==> src/tc_pkg.sv <==
// Contract
// [RULE_01] mode register, two nibbles, byte writes, restart bit-writable
// [RULE_02] reset clears mode, timer stays disabled
// [RULE_03] restart clears count, flag, latch; self-clears
// [RULE_04] run bit low holds count value
// [RULE_05] source 000 rising, 001 falling pin edges
// [RULE_06] source 100..111: clock /1024, /64, /16, /1
// [RULE_07] mode bits 7, 1, 0 always zero
// [RULE_08] count is read-only, reset to zero
// [RULE_09] increment once per selected pulse while running
// [RULE_10] equality sets match flag, raises request
// [RULE_11] reference write-only, reset to all ones
// [RULE_12] interval is reference plus one pulses
// [RULE_13] output enable flag at bit 2, bit access
// [RULE_14] latch reaches pin only while enabled
// [RULE_15] reset clears output enable flag
// [RULE_16] every match inverts output latch
// [RULE_17] disabled timer keeps latch, readable
// [RULE_18] after match count restarts from zero
// [RULE_19] request forwarded only with interrupt enable
// [RULE_20] software prepares shared port pin first
// [RULE_21] event pin double-synchronised, one-cycle edge pulses
// [RULE_22] restart beats a same-cycle count pulse
package tc_pkg;
  // ---------------------------------------------------------------
  // nibble addresses
  // ---------------------------------------------------------------
  localparam int ADDR_W = 12;
  localparam logic [11:0] ADDR_MODE_LO = 12'hf90;
  localparam logic [11:0] ADDR_OE = 12'hf92;
  localparam logic [11:0] ADDR_LATCH = 12'hf93;
  localparam logic [11:0] ADDR_COUNT_LO = 12'hf94;
  localparam logic [11:0] ADDR_REF_LO = 12'hf96;
  // ---------------------------------------------------------------
  // field positions
  // ---------------------------------------------------------------
  localparam int MODE_RESTART = 3;
  localparam int MODE_RUN = 2;
  localparam int MODE_SRC_LSB = 4;
  localparam logic [1:0] MODE_RESTART_POS = 2'h3;
  localparam logic [1:0] OE_POS = 2'h2;
  localparam int LATCH_POS = 1;
  localparam logic [7:0] MODE_WMASK = 8'h74;
  // ---------------------------------------------------------------
  // reset values
  // ---------------------------------------------------------------
  localparam logic [7:0] MODE_RST = 8'h00;
  localparam logic [7:0] COUNT_RST = 8'h00;
  localparam logic [7:0] REF_RST = 8'hff;
  // ---------------------------------------------------------------
  // count sources
  // ---------------------------------------------------------------
  localparam logic [2:0] SRC_EXT_RISE = 3'h0;
  localparam logic [2:0] SRC_EXT_FALL = 3'h1;
  localparam logic [2:0] SRC_DIV1024 = 3'h4;
  localparam logic [2:0] SRC_DIV64 = 3'h5;
  localparam logic [2:0] SRC_DIV16 = 3'h6;
  localparam logic [2:0] SRC_DIV1 = 3'h7;
  localparam int DIV1024_BITS = 10;
  localparam int DIV64_BITS = 6;
  localparam int DIV16_BITS = 4;
endpackage : tc_pkg

==> src/tc_tick_if.sv <==
`timescale 1ns/1ps
interface tc_tick_if;
  logic ext_rise;
  logic ext_fall;
  logic div1024;
  logic div64;
  logic div16;
  modport ext_src (output ext_rise, output ext_fall);
  modport div_src (output div1024, output div64, output div16);
  modport sink (input ext_rise, input ext_fall, input div1024,
                input div64, input div16);
endinterface : tc_tick_if
==> src/interval_timer.sv <==
`timescale 1ns/1ps
module interval_timer
  import tc_pkg::*;
(
  input wire logic i_ref_clk,
  input wire logic i_rst_n,
  input wire logic [ADDR_W-1:0] i_addr,
  input wire logic i_wr_byte,
  input wire logic [7:0] i_wdata,
  input wire logic i_wr_bit,
  input wire logic [1:0] i_bit_pos,
  input wire logic i_bit_val,
  input wire logic i_rd,
  input wire logic i_event_clock_pin,
  input wire logic i_match_interrupt_enable,
  input wire logic i_request_clear,
  output logic [7:0] o_rdata,
  output logic o_match_request_flag,
  output logic o_match_irq,
  output logic o_irq_service,
  output logic o_clock_output_pin,
  output logic o_clock_output_en
);
  tc_tick_if tick ();

  logic [7:0] mode_r;
  logic [7:0] count_r;
  logic [7:0] ref_r;
  logic oe_r;
  logic latch_r;
  logic flag_r;
  logic irq_r;
  logic pin_r;
  logic pin_en_r;
  logic [7:0] rdata_r;
  logic restart_r;

  logic wr_mode;
  logic wr_ref;
  logic wr_oe;
  logic restart;
  logic run;
  logic pulse;
  logic match;
  logic [2:0] src;

  // ---------------------------------------------------------------
  // count sources
  // ---------------------------------------------------------------
  tc_edge_sync u_edge (
    .i_ref_clk (i_ref_clk),
    .i_rst_n (i_rst_n),
    .i_event_clock_pin (i_event_clock_pin),
    .tick (tick.ext_src)
  );

  tc_prescaler #(
    .DIV_W (DIV1024_BITS)
  ) u_presc (
    .i_ref_clk (i_ref_clk),
    .i_rst_n (i_rst_n),
    .tick (tick.div_src)
  );

  // ---------------------------------------------------------------
  // register access decode
  // ---------------------------------------------------------------
  assign wr_mode = i_wr_byte && (i_addr == ADDR_MODE_LO); // RULE_01
  assign wr_ref = i_wr_byte && (i_addr == ADDR_REF_LO); // RULE_11
  assign wr_oe = i_wr_bit && (i_addr == ADDR_OE)
                 && (i_bit_pos == OE_POS); // RULE_13
  // restart comes from a byte write or a single-bit write of bit 3
  assign restart = (wr_mode && i_wdata[MODE_RESTART])
                   || (i_wr_bit && (i_addr == ADDR_MODE_LO)
                       && (i_bit_pos == MODE_RESTART_POS)
                       && i_bit_val); // RULE_01
  assign run = mode_r[MODE_RUN];
  assign src = mode_r[MODE_SRC_LSB+2:MODE_SRC_LSB];

  // ---------------------------------------------------------------
  // mode register
  // ---------------------------------------------------------------
  always_ff @(posedge i_ref_clk) begin
    if (!i_rst_n) begin
      mode_r <= MODE_RST; // RULE_02
    end else if (wr_mode) begin
      // restart and fixed-zero bits are never stored
      mode_r <= i_wdata & MODE_WMASK; // RULE_07
    end
  end

  // the restart bit lives for one cycle only, then reads back as zero
  always_ff @(posedge i_ref_clk) begin
    if (!i_rst_n) begin
      restart_r <= 1'b0;
    end else begin
      restart_r <= restart; // RULE_03
    end
  end

  // ---------------------------------------------------------------
  // reference and output enable
  // ---------------------------------------------------------------
  always_ff @(posedge i_ref_clk) begin
    if (!i_rst_n) begin
      ref_r <= REF_RST; // RULE_11
    end else if (wr_ref) begin
      ref_r <= i_wdata;
    end
  end

  always_ff @(posedge i_ref_clk) begin
    if (!i_rst_n) begin
      oe_r <= 1'b0; // RULE_15
    end else if (wr_oe) begin
      oe_r <= i_bit_val; // RULE_13
    end
  end

  // ---------------------------------------------------------------
  // count pulse select; unused source codes never count
  // ---------------------------------------------------------------
  always_comb begin
    unique case (src)
      SRC_EXT_RISE: pulse = tick.ext_rise; // RULE_05
      SRC_EXT_FALL: pulse = tick.ext_fall; // RULE_05
      SRC_DIV1024: pulse = tick.div1024; // RULE_06
      SRC_DIV64: pulse = tick.div64; // RULE_06
      SRC_DIV16: pulse = tick.div16; // RULE_06
      SRC_DIV1: pulse = 1'b1; // RULE_06
      default: pulse = 1'b0;
    endcase
  end

  // counter sits at the reference for one whole pulse period before
  // wrapping, so the interval is reference plus one pulses
  assign match = run && pulse && !restart
                 && (count_r == ref_r); // RULE_10 RULE_12

  // ---------------------------------------------------------------
  // counter
  // ---------------------------------------------------------------
  always_ff @(posedge i_ref_clk) begin
    if (!i_rst_n) begin
      count_r <= COUNT_RST; // RULE_08
    end else if (restart) begin
      count_r <= COUNT_RST; // RULE_03 RULE_22
    end else if (match) begin
      count_r <= COUNT_RST; // RULE_18
    end else if (run && pulse) begin
      count_r <= count_r + 8'h01; // RULE_09
    end
  end // RULE_04

  // ---------------------------------------------------------------
  // match flag, latch, request
  // ---------------------------------------------------------------
  // a match in the same cycle as an outside clear keeps the flag set
  always_ff @(posedge i_ref_clk) begin
    if (!i_rst_n) begin
      flag_r <= 1'b0;
    end else if (restart) begin
      flag_r <= 1'b0; // RULE_03
    end else if (match) begin
      flag_r <= 1'b1; // RULE_10
    end else if (i_request_clear) begin
      flag_r <= 1'b0;
    end
  end

  always_ff @(posedge i_ref_clk) begin
    if (!i_rst_n) begin
      latch_r <= 1'b0;
    end else if (restart) begin
      latch_r <= 1'b0; // RULE_03
    end else if (match) begin
      latch_r <= ~latch_r; // RULE_16
    end
  end // RULE_17

  always_ff @(posedge i_ref_clk) begin
    if (!i_rst_n) begin
      irq_r <= 1'b0;
    end else begin
      irq_r <= match; // RULE_10
    end
  end

  // ---------------------------------------------------------------
  // clock output pin; port setup is left to software
  // ---------------------------------------------------------------
  always_ff @(posedge i_ref_clk) begin
    if (!i_rst_n) begin
      pin_r <= 1'b0;
      pin_en_r <= 1'b0;
    end else begin
      pin_r <= oe_r & latch_r; // RULE_14
      pin_en_r <= oe_r; // RULE_14
    end
  end

  // ---------------------------------------------------------------
  // read port, one cycle latency; mode and reference read as zero
  // ---------------------------------------------------------------
  always_ff @(posedge i_ref_clk) begin
    if (!i_rst_n) begin
      rdata_r <= 8'h00;
    end else if (i_rd) begin
      unique case (i_addr)
        ADDR_OE: rdata_r <= {5'h00, oe_r, 2'h0}; // RULE_13
        ADDR_LATCH: rdata_r <= {6'h00, latch_r, 1'b0}; // RULE_17
        ADDR_COUNT_LO: rdata_r <= count_r; // RULE_08
        default: rdata_r <= 8'h00;
      endcase
    end
  end

  assign o_rdata = rdata_r;
  assign o_match_request_flag = flag_r;
  assign o_match_irq = irq_r;
  assign o_irq_service = flag_r & i_match_interrupt_enable; // RULE_19
  assign o_clock_output_pin = pin_r;
  assign o_clock_output_en = pin_en_r;

  // ---------------------------------------------------------------
  // checks
  // ---------------------------------------------------------------
  reset_values_a: assert property ( // RULE_02
    @(posedge i_ref_clk) !i_rst_n |=> (mode_r == MODE_RST)
      && !oe_r && (ref_r == REF_RST) && (count_r == COUNT_RST))
    else $error("reset values wrong");

  restart_clear_a: assert property ( // RULE_03
    @(posedge i_ref_clk) disable iff (!i_rst_n)
    restart_r |-> (count_r == COUNT_RST) && !flag_r && !latch_r
      && !mode_r[MODE_RESTART])
    else $error("restart did not clear state");

  stop_hold_a: assert property ( // RULE_04
    @(posedge i_ref_clk) disable iff (!i_rst_n)
    (!run && !restart) |=> $stable(count_r))
    else $error("count moved while stopped");

  fixed_zero_a: assert property ( // RULE_07
    @(posedge i_ref_clk) disable iff (!i_rst_n)
    (mode_r & ~MODE_WMASK) == 8'h00)
    else $error("fixed mode bit not zero");

  count_step_a: assert property ( // RULE_09
    @(posedge i_ref_clk) disable iff (!i_rst_n)
    (run && pulse && !restart && (count_r != ref_r))
      |=> count_r == $past(count_r) + 8'h01)
    else $error("count did not step by one");

  match_flag_a: assert property ( // RULE_10
    @(posedge i_ref_clk) disable iff (!i_rst_n)
    match |=> flag_r && o_match_irq)
    else $error("match did not raise request");

  fast_interval_a: assert property ( // RULE_12
    @(posedge i_ref_clk) disable iff (!i_rst_n)
    (match && (ref_r == 8'h02) && (src == SRC_DIV1)
      && !wr_mode && !wr_ref)
      ##1 (!restart && !wr_mode && !wr_ref)[*2]
      |-> (!match && !$past(match)) ##1 (match || restart))
    else $error("interval not reference plus one");

  wrap_zero_a: assert property ( // RULE_18
    @(posedge i_ref_clk) disable iff (!i_rst_n)
    match |=> count_r == COUNT_RST)
    else $error("count did not wrap at match");

  latch_flip_a: assert property ( // RULE_16
    @(posedge i_ref_clk) disable iff (!i_rst_n)
    match |=> latch_r != $past(latch_r))
    else $error("latch did not toggle");

  latch_hold_a: assert property ( // RULE_17
    @(posedge i_ref_clk) disable iff (!i_rst_n)
    (!run && !restart) |=> $stable(latch_r))
    else $error("latch moved while stopped");

  pin_gate_a: assert property ( // RULE_14
    @(posedge i_ref_clk) disable iff (!i_rst_n)
    !oe_r |=> !o_clock_output_pin && !o_clock_output_en)
    else $error("pin driven while disabled");

  irq_gate_a: assert property ( // RULE_19
    @(posedge i_ref_clk) disable iff (!i_rst_n)
    o_irq_service |-> i_match_interrupt_enable && flag_r)
    else $error("request forwarded while masked");

  restart_wins_a: assert property ( // RULE_22
    @(posedge i_ref_clk) disable iff (!i_rst_n)
    (restart && run && pulse) |=> count_r == COUNT_RST)
    else $error("pulse beat restart");

  edge_once_a: assert property ( // RULE_21
    @(posedge i_ref_clk) disable iff (!i_rst_n)
    tick.ext_rise |=> !tick.ext_rise && !tick.ext_fall)
    else $error("edge pulse longer than a cycle");
endmodule : interval_timer

==> src/tc_edge_sync.sv <==
`timescale 1ns/1ps
module tc_edge_sync
  import tc_pkg::*;
(
  input wire logic i_ref_clk,
  input wire logic i_rst_n,
  input wire logic i_event_clock_pin,
  tc_tick_if.ext_src tick
);
  logic meta_r;
  logic sync_r;
  logic prev_r;
  logic rise_r;
  logic fall_r;

  // ---------------------------------------------------------------
  // two-stage synchroniser, then edge detect on the second stage
  // ---------------------------------------------------------------
  always_ff @(posedge i_ref_clk) begin
    if (!i_rst_n) begin
      meta_r <= 1'b0;
      sync_r <= 1'b0;
      prev_r <= 1'b0;
    end else begin
      meta_r <= i_event_clock_pin; // RULE_21
      sync_r <= meta_r;
      prev_r <= sync_r;
    end
  end

  always_ff @(posedge i_ref_clk) begin
    if (!i_rst_n) begin
      rise_r <= 1'b0;
      fall_r <= 1'b0;
    end else begin
      rise_r <= sync_r & ~prev_r; // RULE_21
      fall_r <= ~sync_r & prev_r;
    end
  end

  assign tick.ext_rise = rise_r;
  assign tick.ext_fall = fall_r;
endmodule : tc_edge_sync

==> src/tc_prescaler.sv <==
`timescale 1ns/1ps
module tc_prescaler
  import tc_pkg::*;
#(
  parameter int DIV_W = DIV1024_BITS
)
(
  input wire logic i_ref_clk,
  input wire logic i_rst_n,
  tc_tick_if.div_src tick
);
  logic [DIV_W-1:0] div_r;
  logic t1024_r;
  logic t64_r;
  logic t16_r;

  generate
    if (DIV_W < DIV1024_BITS) begin : g_bad_width
      $error("prescaler narrower than the /1024 tap");
    end
  endgenerate

  // ---------------------------------------------------------------
  // free-running divider; taps fire once per wrap of their low bits
  // ---------------------------------------------------------------
  always_ff @(posedge i_ref_clk) begin
    if (!i_rst_n) begin
      div_r <= '0;
    end else begin
      div_r <= div_r + 1'b1;
    end
  end

  always_ff @(posedge i_ref_clk) begin
    if (!i_rst_n) begin
      t1024_r <= 1'b0;
      t64_r <= 1'b0;
      t16_r <= 1'b0;
    end else begin
      t1024_r <= &div_r[DIV1024_BITS-1:0]; // RULE_06
      t64_r <= &div_r[DIV64_BITS-1:0];
      t16_r <= &div_r[DIV16_BITS-1:0];
    end
  end

  assign tick.div1024 = t1024_r;
  assign tick.div64 = t64_r;
  assign tick.div16 = t16_r;
endmodule : tc_prescaler

==> config.mk <==
export PLATFORM = sky130hd
export DESIGN_NAME = interval_timer
export DESIGN_NICKNAME = d
export VERILOG_FILES = /design/src/tc_pkg.sv /design/src/tc_tick_if.sv /design/src/interval_timer.sv /design/src/tc_edge_sync.sv /design/src/tc_prescaler.sv
export SDC_FILE = /design/constraint.sdc
export NUM_CORES = 1
export LEC_CHECK = 0
export ABC_AREA = 1
export BUFFER_PORTS_ARGS = -buffer_cell sky130_fd_sc_hd__buf_4
export CAP_MARGIN = 5
export CELL_PAD_IN_SITES_DETAIL_PLACEMENT = 0
export CELL_PAD_IN_SITES_GLOBAL_PLACEMENT = 2
export CORE_ASPECT_RATIO = 0.7
export CORE_MARGIN = 1
export CORE_UTILIZATION = 33
export CTS_CLUSTER_SIZE = 25
export DETAILED_ROUTE_END_ITERATION = 8
export HOLD_SLACK_MARGIN = 0.02
export PLACE_DENSITY = 0.9
export SLEW_MARGIN = 20
export SYNTH_ARGS = -nofsm -noshare
export SYNTH_HDL_FRONTEND = slang
export SYNTH_SLANG_ARGS = --single-unit
export TNS_END_PERCENT = 10
==> constraint.sdc <==
create_clock -name i_ref_clk -period 1.78 [get_ports i_ref_clk]
set_input_delay 0.178 -clock i_ref_clk [delete_from_list [all_inputs] [get_ports i_ref_clk]]
set_output_delay 0.178 -clock i_ref_clk [all_outputs]
set_load 0.01 [all_outputs]
Yosys cells after proc, flatten, opt, wreduce, memory -nomap -nowiden
Index checks and enable logic that the tools add are counted.

Bitwise gates (word level): 8. Reduce and logical (&&, ||, !) cells: 20. Mux-type cells: 4. Equal/unequal tests: 13. Add/subtract/negate cells: 2.

Operators with widths (number): equality test 12 bit, second input constant (5); case mux 8 bit (3 select lines) (1); equality test 3 bit, second input constant (4); logical AND 1 bit (11); adder 10 x 1 -> 10 bit, second input constant (1); AND reduction 10 bit (1); adder 8 x 1 -> 8 bit, second input constant (1); equality test 8 bit (1); case mux 1 bit (6 select lines) (1); AND reduction 6 bit (1); AND 1 bit (4); equality test 2 bit, second input constant (2); NOT 1 bit (4); AND reduction 4 bit (1); equality test 3 x 1 -> 1 bit, second input constant (1); zero test 3 bit (1); OR reduction 3 bit (1); two-way mux 1 bit (2); nonzero test 2 bit (1); OR reduction 2 bit (1); zero test 1 bit (1); logical OR 1 bit (1).

Word-level logic and storage cells: 66. Flip-flop bits (word level): 52.

Logic depth before layout (Yosys ltp)
Depth after elaboration: 9. Depth in mapped cells: 12. Gate-level depth less buffers: 12.

Hierarchy
A second synthesis with hierarchy kept.

Cell total of the unflattened synthesis: 328. Area total of the unflattened synthesis: 2476.1 µm².

Modules (own cells, without submodules): interval_timer (cells each 248, sequential area each 680.7 µm², instances 1, area each 1814.2 µm²); tc_prescaler (cells each 66, sequential area each 260.2 µm², instances 1, area each 525.5 µm²); tc_edge_sync (cells each 14, sequential area each 100.1 µm², instances 1, area each 136.4 µm²).

Least setup slack after synthesis
Ideal clock, no wire load.

Path type: reg-to-reg. From: register u_presc.div_r[0]. To: register u_presc.div_r[8]. Data arrival time: 1.071 ns. Cell stages (with the launch flop): 9. Buffers on the path: 0. Clock period less this slack: 1.191 ns. Slack: 0.589 ns. Cell sequence: dfxtp_1 > ha_1 > nand2_1 > inv_1 > nand2_1 > nor2_1 > nand3_1 > o21ai_0 > a21oi_1.

Longest elaborated chain between the ends: 1.

RTL lines: start: declaration (RTL line tc_prescaler.sv:12) `logic [DIV_W-1:0] div_r;`; start signal: assignment (RTL line tc_prescaler.sv:30) `div_r <= div_r + 1'b1;`; adder 10 x 1 -> 10 bit (RTL line tc_prescaler.sv:30).

Every way passes these cells. A chain may end at the register's enable or synchronous reset.

Worst setup path in the final report
Ends and elaborated chain as after synthesis.

==> impl_metrics.json <==
{
  "status": "finished, final reports clean",
  "layout-drive-gt1-share_pct": 20.7,
  "setup_tns_ns": 0,
  "grt_pass1_vias": 1958,
  "fillers": 762,
  "grt_start_max_net_pins": 26,
  "numCtsBuffers": 5,
  "hold_class": "in -> reg",
  "timing.rr.end": "u_presc.div_r[8]",
  "fp.dieH_um": 73.4,
  "multi_input_area_um2": 1130,
  "cp_slowest_cell": "dfxtp_1",
  "min_period_ns": 1.37,
  "crit_fanout": 4,
  "wirelength_mm": 5.59,
  "ff2ff_path_depth": 8,
  "overflow": 0,
  "drtIter0Drc": 46,
  "relSlewSlack_pct": 70.7,
  "die_area_um2": 7620,
  "grt_first_pass_wirelength_mm": 9.45,
  "start_util_pct": 34.9,
  "wire_per_inst_um": 11.9,
  "crit_type": "reg -> reg",
  "yosys.area.top_type_share_pct": 43.4,
  "avgViaCountPerCell": 4.48,
  "clk-insertion-delay-late_ns": 0.30,
  "yosysTopAreaCell": "dfxtp_1",
  "p_per_area_nw_per_um2": 771,
  "yosysSeqAreaShare_pct": 43.4,
  "p_leak_uw": 0.00136,
  "hold_violations": 0,
  "routed-via-count": 2112,
  "clock_skew_ns": 0.00461,
  "clock_power_share_pct": 41.5,
  "stdcell_count": 471,
  "ys_ff_latch": 52,
  "r2r_slack_ns": 0.41,
  "htreeDepth": 2,
  "synth_fp_nets": 366,
  "synth_most_common_cell": "nand2_1",
  "critical_path_required_ns": 1.98,
  "rows": 25,
  "regToRegStartpoint": "u_presc.div_r[0]",
  "die_width_um": 104,
  "fin_crit_sh_pct": 77.0,
  "holdPathStages": 3,
  "cts-resized-gates": 0,
  "clkTransAtPathRegs_ns": 0.09,
  "crit_chain": "ha_1 -> nand2_1 -> inv_1 -> nand2_1 -> nor2_1 -> nand3_1 -> o21ai_0 -> a21oi_1",
  "ant_nets": 0,
  "dp_hpwl_mm": 4.32,
  "cpPeakStageDelay_ns": 0.37,
  "antenna_found_initial": 0,
  "arrival_ns": 1.57,
  "synth_edf_count": 0,
  "fmax_mhz": 729,
  "combPwrFrac_pct": 6.5,
  "netlist_top_cells_count": "nand2_1 (88), dfxtp_1 (52), inv_1 (41), nor2_1 (29), nand3_1 (23)",
  "p_int_uw": 1790,
  "firstDrtPassIters": 4,
  "io_pins": 44,
  "cts_tree": "yes",
  "ys_top_cells_by_area": "dfxtp_1 (43%), nand2_1 (14%), inv_1 (6.4%)",
  "cp-start-kind": "register",
  "synthFlopType": "dfxtp_1",
  "end_kind": "register",
  "regArea_um2": 1040,
  "drc_errors": 0,
  "cts_root_buf": "clkbuf_8",
  "power_uw": 2260,
  "track_usage_pct": 15.9,
  "cts.sinks": 52,
  "rsz0062_at_grt": "no",
  "maxCapViolCount": 0,
  "slew_viol_final": 0,
  "io_buffers": 43,
  "worstHoldStart": "i_event_clock_pin",
  "worstMarginPinSlew_ns": 0.439,
  "final_nets": 410,
  "power_frac_seq_pct": 52.1,
  "yosysWarnings": 0,
  "clk_path_buf_depth": 2,
  "path_buf_inv": 1,
  "synth_cell_type_count": 29,
  "crit_path_start": "u_presc.div_r[0]",
  "finalWeightedCongestion": 0.787,
  "antennaDiodeCount": 0,
  "avgSynthCellArea_um2": 7.21,
  "finalSetupViolCount": 0,
  "area_growth_pct": 22.5,
  "power_switching_uw": 472,
  "netlist_instances": 333,
  "postCtsSetupRepairBufs": 0,
  "holdBufCountCts": 0,
  "async_flop_share_pct": 0,
  "dp_cells": 464,
  "critPathTopFamily": "simple AND/OR/NAND/NOR gates",
  "ir_worst_vdd_mv": 0.315,
  "hold_end": "u_edge.meta_r",
  "crit_path_frequent_cell": "nand2_1",
  "netSwitchingFraction_pct": 20.8,
  "syn-cell-area_um2": 2400,
  "core-area_um2": 6880
}
-- per-stage QoR --
step                      hold slack, ns  area [µm²]  worst slack [ns]  util, %
after floorplan                    0.276        2400             0.589        -
after global placement             0.363        2810             0.347     40.8
after detailed placement           0.366        2810             0.321     40.8
after CTS                         0.0422        2940             0.416     42.7
after global routing              0.0353        2940             0.207     42.7
final                             0.0504        2940             0.409     42.7
-- worst reg2reg max path, delay by kind of cell, from the launching register on --
family	cells	cell delay [ns]
adders and majority gates	1	0.17
buffers and inverters	1	0.07
and+or+nand+nor	4	0.45
DFF	1	0.37
AOI/OAI and AO/OA	2	0.22
-- area by class of cell --
cell class / count / area share [%]
clock buffer: 5 / 2.34
clock inverter: 2 / 2.04
inverter: 48 / 6.13
multi-input combinational: 224 / 38.3
sequential: 52 / 35.4
tap: 94 / 4.00
timing repair buffer: 46 / 11.7
-- logic make-up after synthesis --
family	share of synthesized area, %
simple gates	34.9
buf+inv	9.70
flops	43.4
compound gates	7.35
xor+xnor	3.65
fa+ha+maj	1.04
-- cell usage in the layout, fill, tap and decap left out, types with 2 or more instances in the layout --
master     count
nand2_1       88
a21oi_1       22
xnor2_1        5
nand3_2        2
nor3_2         3
clkbuf_8       5
inv_2          7
inv_1         41
nand2_2        3
nor2_2         5
buf_4         46
nor3_1         4
nand4_1       13
bufinv_16      2
dfxtp_1       52
ha_1           2
nand3_1       23
o21ai_0       11
xor2_1         5
nor2_1        29
-- power by group through the flow --
| stage | Combinational, µW | Sequential, µW | Clock (µW) |
|---|---|---|---|
| floorplan | 69.2 | 1210 | 0 |
| global placement | 148 | 1210 | 0 |
| detailed placement | 148 | 1210 | 0 |
| CTS | 148 | 1180 | 963 |
| global route | 163 | 1180 | 1020 |
| finish | 146 | 1180 | 939 |
-- state kept, by name, indices dropped and copies added, names as in the netlist, 4 cells and up --
signal and flops:
u_presc.div_r 10, count_r 8, o_rdata 8, ref_r 8, mode_r 4
-- worst max-delay path by stage --
stage / end / slack, ns / cells after the start
3_5_place_dp: mode_r[2] / 0.32 / 8
4_1_cts: u_presc.div_r[8] / 0.42 / 8
5_1_grt: u_presc.div_r[6] / 0.21 / 8
3_3_place_gp: mode_r[2] / 0.35 / 8
2_1_floorplan: u_presc.div_r[8] / 0.59 / 8
6_report: u_presc.div_r[8] / 0.41 / 8
-- per-layer routing --
| metal | global-route usage [%] | vias up | wire (µm) |
|---|---|---|---|
| li1 | - | 1134 | - |
| met1 | 23.7 | 927 | 3320 |
| met2 | 22.4 | 46 | 1960 |
| met3 | 3.99 | 5 | 263 |
| met4 | 4.29 | 0 | 47 |
| met5 | 0 | - | 0 |
Power figures use the tool's default switching activity.
